### src/hw/adcsq_defines.vh
// Summary of operation
// - in-range input gives code 4096*(input - low reference)/3 V.
// - input at or above 3 V gives 4095, at or below 0 V gives 0.
// - one session runs up to sixteen conversions, each state picks any channel.
// - two independent eight-state sequencers, or one cascaded sixteen-state sequencer.
// - one shared converter, so only one conversion runs at a time.
// - in dual mode each sequencer picks only within its own eight channels.
// - each result lands in its state's result register; sixteen addressable results.
// - the same channel may appear in several states for oversampling.
// - a sequence starts by software, by a pwm trigger, or by external interrupt two.
// - interrupt request at every end of sequence or every second one.
// - start/stop mode: each trigger advances the sequence by one conversion.
// - in dual mode pwm triggers a and b start their own sequencer.
// - acquisition window prescale is separate from the converter clock setting.
// - registers run at system clock; conversion timing runs on the fast peripheral clock.
// - clock enable clears on reset; registers reset; analog part stays powered down.
// - registers frozen until software sets clock enable, which also powers the analog part.
// - halt powers down the analog part, stops the sequencer, blocks all writes but clock control and keeps all register contents.
// - conversion takes as little as 80 ns with a 25 MHz converter clock.
// - reference select bits 15:14 choose internal or external reference input.
// - control one bit 14 resets the module, trim values then need reloading.
// - results readable left justified and right justified at two addresses.
`ifndef ADCSQ_DEFINES_VH
`define ADCSQ_DEFINES_VH
// register word offsets
`define A_CTRL1 6'h00
`define A_CTRL2 6'h01
`define A_MAXCONV 6'h02
`define A_CHSEL0 6'h03
`define A_SEQSTAT 6'h07
`define A_RESULT_L 6'h08
`define A_CTRL3 6'h18
`define A_STATUS 6'h19
`define A_REFSEL 6'h1c
`define A_OFFTRIM 6'h1d
`define A_RESULT_R 6'h20
`define A_CLKCTRL 6'h30
// control one fields
`define C1_SOFT_RESET 14
`define C1_START_STOP 6
`define C1_CASCADE 4
`define C1_ACQ_LSB 8
// control two fields
`define C2_SW_START0 13
`define C2_EVERY_OTHER0 11
`define C2_INT_EN0 10
`define C2_EXT_EN0 9
`define C2_PWM_EN0 8
`define C2_SW_START1 5
`define C2_EVERY_OTHER1 3
`define C2_INT_EN1 2
`define C2_PWM_EN1 0
`define C2_STORE_MASK 16'hdfdf
// reset values
`define RST_CTRL3 16'h0007
`define RST_ZERO 16'h0000
// timing
`define REF_CLK_MHZ 200
`define CONV_TIME_NS 80
`define CONV_CLK_MHZ 25
`define CONV_CLKS ((`CONV_TIME_NS * `CONV_CLK_MHZ + 999) / 1000)
// input scale in millivolts
`define FULL_SCALE_MV 3000
`endif

### src/hw/adcsq_top.v
// The implementer's own choices: the register addresses and strobed register access.
`timescale 1ns/1ps
`include "adcsq_defines.vh"
module adcsq_top (
   // clock and reset
   input wire i_ref_clk,
   input wire i_rst_n,
   // register port
   input wire [5:0] i_addr,
   input wire [15:0] i_wdata,
   input wire i_wr,
   input wire i_rd,
   output reg [15:0] o_rdata,
   // trigger and mode pins
   input wire i_pwm_trigger_a,
   input wire i_pwm_trigger_b,
   input wire i_external_interrupt_two,
   input wire i_halt,
   // analog core side
   input wire signed [13:0] i_input_mv,
   input wire signed [13:0] i_low_reference_input_mv,
   output reg [3:0] o_mux_channel,
   output reg o_acquire,
   output reg o_converting,
   output reg o_analog_power_down,
   output reg [1:0] o_ref_select,
   output reg [15:0] o_offset_trim,
   // interrupt requests
   output reg o_irq_seq0,
   output reg o_irq_seq1
);

   localparam ST_IDLE = 3'b001;
   localparam ST_ACQ = 3'b010;
   localparam ST_CONV = 3'b100;
   localparam integer CONV_LAST_I = `CONV_CLKS - 1;
   localparam integer FULL_I = `FULL_SCALE_MV;
   localparam [3:0] CONV_LAST = CONV_LAST_I[3:0];
   localparam signed [13:0] FULL_MV = FULL_I[13:0];
   localparam signed [27:0] SPAN_MV = FULL_I[27:0];

   // millivolts to saturated 12-bit code
   function [11:0] mv_to_code;
      input signed [13:0] vin;
      input signed [13:0] lo;
      reg signed [15:0] diff;
      reg signed [27:0] quo;
      begin
         diff = vin - lo;
         quo = $signed({diff, 12'h000}) / SPAN_MV;
         if (vin <= 14'sd0) begin
            mv_to_code = 12'h000;
         end else if (vin >= FULL_MV) begin
            mv_to_code = 12'hfff;
         end else if (quo < 28'sd0) begin
            mv_to_code = 12'h000;
         end else if (quo > 28'sd4095) begin
            mv_to_code = 12'hfff;
         end else begin
            mv_to_code = quo[11:0];
         end
      end
   endfunction

   reg clk_en, sreset, fast_tick;
   reg [2:0] fast_div, fast_cnt;
   reg [15:0] ctrl1, ctrl2, ctrl3, maxconv, refsel, next_rdata;
   reg [15:0] chsel [0:3];
   reg [11:0] result [0:15];
   reg [3:0] conv_cnt, ptr0, ptr1, phase;
   reg go0, go1, par0, par1, flag0, flag1, sel;
   reg [2:0] state;
   reg [2:0] meta_trig, sync_trig, prev_trig;
   reg meta_halt, halt_s;
   reg [13:0] meta_vin, vin_s, meta_lo, lo_s;
   integer k;

   wire run = clk_en & ~halt_s;
   wire wr_mod = i_wr & run;
   wire [2:0] rise = sync_trig & ~prev_trig;
   wire cascade = ctrl1[`C1_CASCADE];
   wire conv_tick = fast_tick & (conv_cnt == ctrl3[3:0]);
   wire [3:0] acq_len = ctrl1[`C1_ACQ_LSB+3:`C1_ACQ_LSB];
   wire [3:0] last0 = cascade ? maxconv[3:0] : {1'b0, maxconv[2:0]};
   wire [3:0] last1 = {1'b1, maxconv[6:4]};
   wire [3:0] cur_idx = sel ? ptr1 : ptr0;
   wire [3:0] cur_last = sel ? last1 : last0;
   wire [3:0] sel_nib0 = chsel[ptr0[3:2]][{ptr0[1:0], 2'b00} +: 4];
   wire [3:0] sel_nib1 = chsel[ptr1[3:2]][{ptr1[1:0], 2'b00} +: 4];
   wire [11:0] code = mv_to_code(vin_s, lo_s);

   // software and pin start requests
   wire wr_c2 = wr_mod & (i_addr == `A_CTRL2);
   wire start0 = (wr_c2 & i_wdata[`C2_SW_START0])
      | (rise[0] & ctrl2[`C2_PWM_EN0])
      | (rise[2] & ctrl2[`C2_EXT_EN0]);
   wire start1 = ~cascade & ((wr_c2 & i_wdata[`C2_SW_START1])
      | (rise[1] & ctrl2[`C2_PWM_EN1]));
   wire done = (state == ST_CONV) & conv_tick & (phase == CONV_LAST);
   wire end_of_sequence = done & (cur_idx == cur_last);
   wire eos0 = end_of_sequence & ~sel;
   wire eos1 = end_of_sequence & sel;
   wire irq0 = eos0 & ctrl2[`C2_INT_EN0] & (~ctrl2[`C2_EVERY_OTHER0] | par0);
   wire irq1 = eos1 & ctrl2[`C2_INT_EN1] & (~ctrl2[`C2_EVERY_OTHER1] | par1);
   wire stop_step = done & ctrl1[`C1_START_STOP];
   wire wr_stat = wr_mod & (i_addr == `A_STATUS);

   // two-flop synchronisers for pins
   always @(posedge i_ref_clk or negedge i_rst_n) begin
      if (!i_rst_n) begin
         meta_trig <= 3'h0;
         sync_trig <= 3'h0;
         prev_trig <= 3'h0;
         meta_halt <= 1'b0;
         halt_s <= 1'b0;
         meta_vin <= 14'h0000;
         vin_s <= 14'h0000;
         meta_lo <= 14'h0000;
         lo_s <= 14'h0000;
      end else begin
         meta_trig <= {i_external_interrupt_two, i_pwm_trigger_b, i_pwm_trigger_a};
         sync_trig <= meta_trig;
         prev_trig <= sync_trig;
         meta_halt <= i_halt;
         halt_s <= meta_halt;
         meta_vin <= i_input_mv;
         vin_s <= meta_vin;
         meta_lo <= i_low_reference_input_mv;
         lo_s <= meta_lo;
      end
   end

   // clock control register, outside the module reset
   always @(posedge i_ref_clk or negedge i_rst_n) begin
      if (!i_rst_n) begin
         clk_en <= 1'b0;
         fast_div <= 3'h0;
         o_analog_power_down <= 1'b1;
      end else begin
         if (i_wr && (i_addr == `A_CLKCTRL)) begin
            clk_en <= i_wdata[0];
            fast_div <= i_wdata[3:1];
         end
         o_analog_power_down <= ~clk_en | halt_s;
      end
   end

   // fast peripheral clock and converter clock enables
   always @(posedge i_ref_clk or negedge i_rst_n) begin
      if (!i_rst_n) begin
         fast_cnt <= 3'h0;
         fast_tick <= 1'b0;
         conv_cnt <= 4'h0;
      end else if (!run || sreset) begin
         fast_cnt <= 3'h0;
         fast_tick <= 1'b0;
         conv_cnt <= 4'h0;
      end else begin
         fast_tick <= (fast_cnt == fast_div);
         fast_cnt <= (fast_cnt == fast_div) ? 3'h0 : fast_cnt + 3'h1;
         if (fast_tick) begin
            conv_cnt <= conv_tick ? 4'h0 : conv_cnt + 4'h1;
         end
      end
   end

   // registers and sequencer, register clock gated by run
   always @(posedge i_ref_clk or negedge i_rst_n) begin
      if (!i_rst_n) begin
         ctrl1 <= `RST_ZERO;
         ctrl2 <= `RST_ZERO;
         ctrl3 <= `RST_CTRL3;
         maxconv <= `RST_ZERO;
         refsel <= `RST_ZERO;
         o_offset_trim <= `RST_ZERO;
         o_ref_select <= 2'b00;
         for (k = 0; k < 4; k = k + 1) begin
            chsel[k] <= `RST_ZERO;
         end
         for (k = 0; k < 16; k = k + 1) begin
            result[k] <= 12'h000;
         end
         sreset <= 1'b0;
         ptr0 <= 4'h0;
         ptr1 <= 4'h8;
         go0 <= 1'b0;
         go1 <= 1'b0;
         par0 <= 1'b0;
         par1 <= 1'b0;
         flag0 <= 1'b0;
         flag1 <= 1'b0;
         sel <= 1'b0;
         state <= ST_IDLE;
         phase <= 4'h0;
         o_mux_channel <= 4'h0;
         o_acquire <= 1'b0;
         o_converting <= 1'b0;
         o_irq_seq0 <= 1'b0;
         o_irq_seq1 <= 1'b0;
      end else if (sreset) begin
         ctrl1 <= `RST_ZERO;
         ctrl2 <= `RST_ZERO;
         ctrl3 <= `RST_CTRL3;
         maxconv <= `RST_ZERO;
         refsel <= `RST_ZERO;
         o_offset_trim <= `RST_ZERO;
         o_ref_select <= 2'b00;
         for (k = 0; k < 4; k = k + 1) begin
            chsel[k] <= `RST_ZERO;
         end
         for (k = 0; k < 16; k = k + 1) begin
            result[k] <= 12'h000;
         end
         sreset <= 1'b0;
         ptr0 <= 4'h0;
         ptr1 <= 4'h8;
         go0 <= 1'b0;
         go1 <= 1'b0;
         par0 <= 1'b0;
         par1 <= 1'b0;
         flag0 <= 1'b0;
         flag1 <= 1'b0;
         sel <= 1'b0;
         state <= ST_IDLE;
         phase <= 4'h0;
         o_acquire <= 1'b0;
         o_converting <= 1'b0;
         o_irq_seq0 <= 1'b0;
         o_irq_seq1 <= 1'b0;
      end else if (run) begin
         // register writes
         if (wr_mod) begin
            case (i_addr)
               `A_CTRL1: begin
                  ctrl1 <= i_wdata & 16'hbfff;
                  sreset <= i_wdata[`C1_SOFT_RESET];
               end
               `A_CTRL2: ctrl2 <= i_wdata & `C2_STORE_MASK;
               `A_MAXCONV: maxconv <= i_wdata & 16'h007f;
               `A_CTRL3: ctrl3 <= i_wdata & 16'h000f;
               `A_REFSEL: begin
                  refsel <= i_wdata & 16'hc000;
                  o_ref_select <= i_wdata[15:14];
               end
               `A_OFFTRIM: o_offset_trim <= i_wdata;
               default: begin
                  if (i_addr >= `A_CHSEL0 && i_addr < `A_SEQSTAT) begin
                     chsel[i_addr[1:0] + 2'b01] <= i_wdata;
                  end
               end
            endcase
         end
         // sticky end-of-sequence flags, set wins over clear
         flag0 <= (flag0 & ~(wr_stat & i_wdata[0])) | irq0;
         flag1 <= (flag1 & ~(wr_stat & i_wdata[1])) | irq1;
         o_irq_seq0 <= irq0;
         o_irq_seq1 <= irq1;
         if (eos0) begin
            par0 <= ~par0;
         end
         if (eos1) begin
            par1 <= ~par1;
         end
         // run flags, a new start wins over a stop in the same cycle
         go0 <= (go0 & ~((eos0 | (stop_step & ~sel)))) | start0;
         go1 <= (go1 & ~((eos1 | (stop_step & sel)))) | start1;
         // single shared converter
         case (state)
            ST_IDLE: begin
               phase <= 4'h0;
               if (go0) begin
                  sel <= 1'b0;
                  o_mux_channel <= cascade ? sel_nib0 : {1'b0, sel_nib0[2:0]};
                  o_acquire <= 1'b1;
                  state <= ST_ACQ;
               end else if (go1 && !cascade) begin
                  sel <= 1'b1;
                  o_mux_channel <= {1'b1, sel_nib1[2:0]};
                  o_acquire <= 1'b1;
                  state <= ST_ACQ;
               end
            end
            ST_ACQ: begin
               if (conv_tick) begin
                  if (phase == acq_len) begin
                     phase <= 4'h0;
                     o_acquire <= 1'b0;
                     o_converting <= 1'b1;
                     state <= ST_CONV;
                  end else begin
                     phase <= phase + 4'h1;
                  end
               end
            end
            ST_CONV: begin
               if (conv_tick) begin
                  if (phase == CONV_LAST) begin
                     result[cur_idx] <= code;
                     o_converting <= 1'b0;
                     state <= ST_IDLE;
                     if (cur_idx == cur_last) begin
                        if (sel) begin
                           ptr1 <= 4'h8;
                        end else begin
                           ptr0 <= 4'h0;
                        end
                     end else if (sel) begin
                        ptr1 <= ptr1 + 4'h1;
                     end else begin
                        ptr0 <= ptr0 + 4'h1;
                     end
                  end else begin
                     phase <= phase + 4'h1;
                  end
               end
            end
            default: begin
               state <= ST_IDLE;
               o_acquire <= 1'b0;
               o_converting <= 1'b0;
            end
         endcase
      end else begin
         o_irq_seq0 <= 1'b0;
         o_irq_seq1 <= 1'b0;
      end
   end

   // read decode
   always @* begin
      next_rdata = 16'h0000;
      if (i_addr >= `A_RESULT_L && i_addr < `A_CTRL3) begin
         next_rdata = {result[i_addr[3:0] - 4'h8], 4'h0};
      end else if (i_addr[5:4] == 2'b10) begin
         next_rdata = {4'h0, result[i_addr[3:0]]};
      end else if (i_addr >= `A_CHSEL0 && i_addr < `A_SEQSTAT) begin
         next_rdata = chsel[i_addr[1:0] + 2'b01];
      end else begin
         case (i_addr)
            `A_CTRL1: next_rdata = ctrl1;
            `A_CTRL2: next_rdata = ctrl2;
            `A_MAXCONV: next_rdata = maxconv;
            `A_SEQSTAT: next_rdata = {8'h00, ptr1, ptr0};
            `A_CTRL3: next_rdata = ctrl3;
            `A_STATUS: next_rdata = {12'h000, go1, go0, flag1, flag0};
            `A_REFSEL: next_rdata = refsel;
            `A_OFFTRIM: next_rdata = o_offset_trim;
            `A_CLKCTRL: next_rdata = {12'h000, fast_div, clk_en};
            default: next_rdata = 16'h0000;
         endcase
      end
   end

   // read data stands for one cycle after the strobe
   always @(posedge i_ref_clk or negedge i_rst_n) begin
      if (!i_rst_n) begin
         o_rdata <= 16'h0000;
      end else if (i_rd) begin
         o_rdata <= next_rdata;
      end else begin
         o_rdata <= 16'h0000;
      end
   end

endmodule

### config.mk
export PLATFORM = sky130hd
export DESIGN_NAME = adcsq_top
export DESIGN_NICKNAME = d
export VERILOG_FILES = /design/src/hw/adcsq_top.v
export VERILOG_INCLUDE_DIRS = /design/src /design/src/hw
export SDC_FILE = /design/constraint.sdc
export NUM_CORES = 1
export LEC_CHECK = 0
export BUFFER_PORTS_ARGS = -buffer_cell sky130_fd_sc_hd__buf_4
export CAP_MARGIN = 20
export CORE_UTILIZATION = 30
export DETAILED_ROUTE_END_ITERATION = 8
export SYNTH_ARGS = -nofsm -noshare
export SYNTH_HDL_FRONTEND = slang
export SYNTH_SLANG_ARGS = --single-unit
### constraint.sdc
create_clock -name i_ref_clk -period 44.4 [get_ports i_ref_clk]
set_clock_uncertainty 0.05 [all_clocks]
set_input_delay 0 -clock i_ref_clk [delete_from_list [all_inputs] [get_ports i_ref_clk]]
set_output_delay 0 -clock i_ref_clk [all_outputs]
set_load 0.01 [all_outputs]
==> impl_metrics.yaml, run 1 <==
placement:
  port_buffers: 100
  gp_congestion: 0.894
  dp_hpwl_um: 68300
setup_path:
  cp_data_arrival_time_ns: 25.98
  start_kind: "register"
  r2r_end: "result[147]"
  cp_slowest_cell: "nor3_2"
  cp_common_cell: "ha_1"
  reg2regPathDepth: 90
  worstSetupEndpointType: "register"
  critPathMaxStageDelay_ns: 0.77
  r2r_start: "vin_s[0]"
  crit_type: "register to register"
  startpoint: "vin_s[0]"
  cp-endpoint: "result[147]"
  rrSetupSlack_ns: 18.85
  worstPathRequired_ns: 44.84
  path_max_fanout: 24
synth:
  synth_area_um2: 30600
  ys.warnings.count: 0
  syn_nets: 3304
  yosysMostFrequentCell: "nand2_1"
  netlist.area_leader.share: 0.356
  yosysSeqAreaShare: 0.361
  yosysUniqueCellTypes: 183
  async_flop_share: 1.00
  ys_ff_latch: 441
  synth_edf_count: 0
  synthFlopType: "dfrtp_1"
  synth_area_leaders: "dfrtp_1 36%, mux4_2 7.9%, nand2_1 6.2%, a21oi_1 4.6%, a22o_1 3.4%"
  yosysTopAreaCell: "dfrtp_1"
  synth.top_cells.by_count: "501 x nand2_1, 435 x dfrtp_1, 279 x a21oi_1"
  synth_cells: 3207
  syn_area_per_cell_um2: 9.53
global_routing:
  antenna_found_initial: 3
  track_usage: 0.183
  grt_pass1_vias: 25500
  grt_max_degree: 164
  grt_overflow: 0
  grt_pass1_wl_um: 151000
die:
  die_w_um: 321
  initial_core_util: 0.304
  dieArea_um2: 103000
  die_y_um: 321
  core_um2: 101000
  pin_count: 101
  num_rows: 116
clocking:
  post-cts-setup-buffer-count: 0
  clockBufferDepth: 3
  cts.clk_slew.worst_paths_ns: 0.07
  cts-buffers-inserted: 46
  htree_levels: 2
  insertion_delay_ns: 0.62
  cts_tree: "built"
  cts-resized-gates: 0
  clkSinkCount: 441
  cts_root_buffer: "clkbuf_16"
  ctsHoldBuffers: 71
route:
  dr.pass1.iters: 8
  vias_per_cell: 5.70
  routed_wirelength_um: 96200
  postRouteAntennaNets: 0
  via_count: 26600
  wl_per_cell_um: 20.6
  drt_iter0_drc: 2734
  drc: 0
sta:
  fin_setup_tns_ns: 0
  slew_headroom: 0.277
  worst_pin_slew_ns: 1.08
  setup-violations-final: 0
  maxSlewViolCount: 0
  fmax_mhz: 39.1
  timing_hold_violations_final: 0
  rsz0062_at_grt: "false"
  period_share: 0.575
  period_minus_slack_ns: 25.55
run:
  drv_cap: 0
finish:
  fillers: 10200
  layout-drive-gt1-share: 0.186
  fin_nets: 3371
  area.growth.synth_to_final_pct: 13.0
hold_path:
  worstHoldPathType: "input port to register"
status:
  status: "complete, no violations"
-- worst min path at each step --
| stage | cells after the start | startpoint | slack, ns | to |
|---|---|---|---|---|
| 3_3_place_gp | 1 | i_input_mv[13] | 0.06 | meta_vin[13] |
| 5_1_grt | 2 | i_input_mv[9] | 0.008 | meta_vin[9] |
| 6_report | 2 | i_input_mv[12] | 0.02 | meta_vin[12] |
| 4_1_cts | 2 | i_input_mv[7] | 0.002 | meta_vin[7] |
| 3_5_place_dp | 1 | i_external_interrupt_two | 0.06 | meta_trig[2] |
| 2_1_floorplan | 0 | i_rst_n | -0.35 | chsel[0] |
-- metrics by stage --
stage / cell area (um^2) / setup slack [ns] / std cells / hold WS [ns] / utilization
after floorplan: 30600 / 22.68 / 3207 / -0.346 / -
after global placement: 32200 / 20.05 / 4507 / 0.0595 / 0.320
after detailed placement: 32200 / 19.10 / 4507 / 0.0603 / 0.320
after global routing: 34500 / 17.01 / 4670 / 0.00810 / 0.343
after CTS: 34500 / 19.03 / 4662 / 0.00195 / 0.343
final: 34500 / 18.85 / 4671 / 0.0244 / 0.343
-- flip-flops by register name, indices dropped and copies added (netlist names), 4 cells and up --
register / count
o_mux_channel: 4
lo_s: 14
meta_vin: 14
ctrl1: 15
maxconv: 7
o_offset_trim: 16
ptr1: 4
result: 192
o_rdata: 16
conv_cnt: 4
ptr0: 4
vin_s: 14
phase: 4
ctrl2: 14
ctrl3: 4
meta_lo: 14
chsel: 64
-- placed cells by master (no fill, tap or decap), drive strengths merged, types with 48 or more instances in the layout --
cell type      n
nor2         187
a21oi        291
dlygate4sd3   71
dfrtp        435
o21ai        202
nor3          76
a22o         121
xnor2         80
and2          51
buf          141
mux2i         48
mux4         107
nand2        506
clkbuf        66
nand3         85
inv           64
-- logic make-up (layout without fill, tap and decap cells) --
kind of cell	after synthesis	count (layout)	share of synthesized area
buffers and inverters	256	359	0.0444
AOI/OAI and AO/OA	1039	1039	0.252
and+or+nand+nor	1122	1122	0.180
adders and majority gates	40	40	0.0165
DFF	441	441	0.361
other	0	4	0
muxes	189	189	0.109
xor gates and xnor gates	120	120	0.0372
-- worst max-delay path, delay by kind of cell, from the launching register on --
kind | cells | cell delay [ns]
xor+xnor | 7 | 1.67
fa+ha+maj | 11 | 3.49
mux | 5 | 1.33
buf+inv | 6 | 0.77
compound gates | 37 | 10.87
simple gates | 24 | 6.82
flops | 1 | 0.39
-- routing by layer --
layer  part of all wire  GRT usage  routed length [um]
met5                  0          0                   0
met4              0.030     0.0566                2860
met3              0.054     0.0193                5220
met2               0.48      0.302               45800
met1               0.44      0.251               42300
-- layout make-up --
| class | count | area (um^2) | share of cell area |
|---|---|---|---|
| multi-input cells | 2510 | 18200 | 0.526 |
| flip-flops and latches | 441 | 11000 | 0.320 |
| repair buffers | 212 | 1800 | 0.0520 |
| well taps | 1357 | 1700 | 0.0492 |
| clock buffers | 66 | 1310 | 0.0378 |
| clock inverters | 18 | 251 | 0.00728 |
| inverters | 63 | 244 | 0.00707 |
| diodes | 4 | 10.0 | 0.000290 |
Power of run 1 is not shown: default switching activity piles up to over one toggle a cycle in this logic, so the estimate is an artifact.
==> run 2: changes to the inputs <==
--- a/config.mk
+++ b/config.mk
@@ -6,6 +6,7 @@
 export SDC_FILE = /design/constraint.sdc
 export NUM_CORES = 1
 export LEC_CHECK = 0
+export ABC_AREA = 1
 export BUFFER_PORTS_ARGS = -buffer_cell sky130_fd_sc_hd__buf_4
 export CAP_MARGIN = 20
 export CORE_UTILIZATION = 30
==> constraint.sdc (replaced) <==
create_clock -name i_ref_clk -period 22.6 [get_ports i_ref_clk]
set_clock_uncertainty 0.05 [all_clocks]
set_input_delay 0 -clock i_ref_clk [delete_from_list [all_inputs] [get_ports i_ref_clk]]
set_output_delay 0 -clock i_ref_clk [all_outputs]
set_load 0.01 [all_outputs]
==> run 2 against run 1 <==
Compared with the run above: the run now ends with hold timing left; register-to-register slack got worse by 15 ns; design area fell by 2.8%; final cell count rose by 16%; non-clock buffer count rose by 10; sequential share of layout area rose by 0.90 points; critical endpoint is now result[144].
==> impl_metrics.yaml, run 2 <==
setup_path:
  cp_slowest_cell: "nand2_2"
  worstPathRequired_ns: 23.02
  cp_common_cell: "nand2_4"
  start_kind: "register"
  crit_type: "register to register"
  critPathMaxStageDelay_ns: 0.53
  path_max_fanout: 29
  reg2regPathDepth: 129
  cp_data_arrival_time_ns: 18.96
  worstSetupEndpointType: "register"
global_routing:
  grt_overflow: 0
  track_usage: 0.184
  grt-busiest-layer: "met2"
  grtUsageMet1: 0.259
  grt_pass1_vias: 26000
  grt_pass1_wl_um: 147000
  use_met3: 0.0204
  antenna_found_initial: 1
  grt_max_degree: 144
  grt_util_met2: 0.294
hold_path:
  worstHoldPathType: "input port to asynchronous set/reset pin"
synth:
  yosysUniqueCellTypes: 80
  synthFlopType: "dfrtp_1"
  synth-simple-area-share: 0.355
  synth_area_leaders: "dfrtp_1 37%, nand2_1 14%, nand3_1 7.5%, o21ai_0 4.7%, inv_1 4.4%"
  synthXorXnorAreaFrac: 0.0187
  synth_cells: 3997
  netlist.area_leader.share: 0.368
  ys.warnings.count: 0
  synth_top_family_by_area: "simple AND/OR/NAND/NOR gates"
  synth_edf_count: 0
  synth.area.mux_share: 0.00135
  async_flop_share: 1.00
  yosysMostFrequentCell: "nand2_1"
  ys_ff_latch: 441
  syn_nets: 4094
  synth-compound-area-share: 0.145
  syn_area_per_cell_um2: 7.40
  yosysSeqAreaShare: 0.373
  synth_adder_area_share: 0.0168
  yosysTopAreaCell: "dfrtp_1"
  synth.top_cells.by_count: "1065 x nand2_1, 442 x nand3_1, 435 x dfrtp_1"
  synth_area_um2: 29600
route:
  dr.pass1.iters: 7
  via_count: 27500
  vias_per_cell: 5.08
  drc: 0
  routed_wirelength_um: 92600
  postRouteAntennaNets: 0
  wl_per_cell_um: 17.1
  drt_iter0_drc: 2527
die:
  die_y_um: 316
  pin_count: 101
  core_um2: 97100
  dieArea_um2: 99800
  num_rows: 114
  initial_core_util: 0.304
  die_w_um: 316
sta:
  fin_ws_ns: 4.06
  timing_hold_violations_final: 17
  period_share: 0.820
  worst_pin_slew_ns: 1.04
  rsz0062_at_grt: "false"
  fmax_mhz: 53.9
  worst_hold_slack_ns: -0.0280
  slew_headroom: 0.302
  fin_setup_tns_ns: 0
  period_minus_slack_ns: 18.54
  setup-violations-final: 0
  maxSlewViolCount: 0
placement:
  dp_hpwl_um: 64700
  port_buffers: 100
  dp.cells: 5247
  pre_cts_ws_ns: 4.16
  gp_congestion: 0.886
run:
  drv_cap: 0
clocking:
  cts.clk_slew.worst_paths_ns: 0.06
  cts_tree: "built"
  ctsHoldBuffers: 79
  insertion_delay_ns: 0.60
  cts_root_buffer: "clkbuf_16"
  post-cts-setup-buffer-count: 0
  htree_levels: 2
  clkSinkCount: 441
  cts-resized-gates: 0
  cts-buffers-inserted: 46
  clockBufferDepth: 3
finish:
  layout_common_cells: "1065 x nand2_1, 442 x nand3_1, 435 x dfrtp_1"
  largest_register_ffs: 192
  final_cells: 5406
  regArea_um2: 11000
  largest_register: "result"
  fillers: 10200
  final_common_cell: "nand2_1"
  area.growth.synth_to_final_pct: 13.5
  layout-drive-gt1-share: 0.149
  multi_input_area_um2: 15900
  fin_nets: 4195
  top_regs: "result: 192 flops, chsel: 64 flops"
status:
  violations: "hold timing"
  status: "complete, but fails checks"
-- run 2: cell types whose count changed after synthesis, moves of 38 or more --
cell,change
a21oi_1,-86
a22o_1,-116
inv_1,+294
mux2i_1,-38
mux4_2,-107
nand2_1,+564
nand2_2,+108
nand2_4,+75
nand3_1,+357
nand3_2,+41
o21ai_0,+190
o21ai_1,-40
o22ai_1,+62
xnor2_1,-65
-- run 2: layout make-up --
type / instances / share of cell area
diodes: 1 / 0.0000745
repair buffers: 222 / 0.0561
clock buffers: 61 / 0.0375
clock inverters: 18 / 0.00730
inverters: 417 / 0.0482
well taps: 1276 / 0.0476
flip-flops and latches: 441 / 0.329
multi-input cells: 2970 / 0.474
-- run 2: final timing paths --
| kind | to | slack (ns) | startpoint |
|---|---|---|---|
| max reg2reg | result[144] | 4.06 | vin_s[0] |
| max | result[144] | 4.06 | vin_s[0] |
| min | meta_lo[7] | -0.03 | i_rst_n |
| min in group i_ref_clk | meta_halt | 0.02 | i_halt |
| min reg2reg | vin_s[2] | 0.30 | meta_vin[2] |
| max in group asynchronous | o_rdata[8] | 20.24 | i_rst_n |
-- run 2: critical path, delay by kind of cell (launching register included) --
family                   cells  cell delay [ns]
AND/OR/NAND/NOR             89            11.80
adder cells (fa/ha/maj)     12             2.52
AO/OA/AOI/OAI               10             2.24
buffers and inverters       17             1.06
flip-flops                   1             0.38
XOR/XNOR                     1             0.23
-- run 2: metal layers --
metal  share of wire  vias to the layer above  wire (um)
met1            0.46                    13100      42900
met4           0.025                        0       2320
li1                -                    13400          -
met3           0.053                      125       4910
met2            0.46                      797      42500
met5               0                        -          0
-- run 2: cell families after synthesis --
group	Yosys count
xor+xnor	61
buf+inv	586
simple gates	2122
flops	441
mux	4
fa+ha+maj	39
compound gates	744
-- run 2: per-stage QoR --
step / cell area, um^2 / util
2_1_floorplan: 29600 / -
3_3_place_gp: 31300 / 0.322
3_5_place_dp: 31300 / 0.322
4_1_cts: 33600 / 0.346
5_1_grt: 33600 / 0.346
6_report: 33600 / 0.346
Power of run 2 is left out for the same reason.
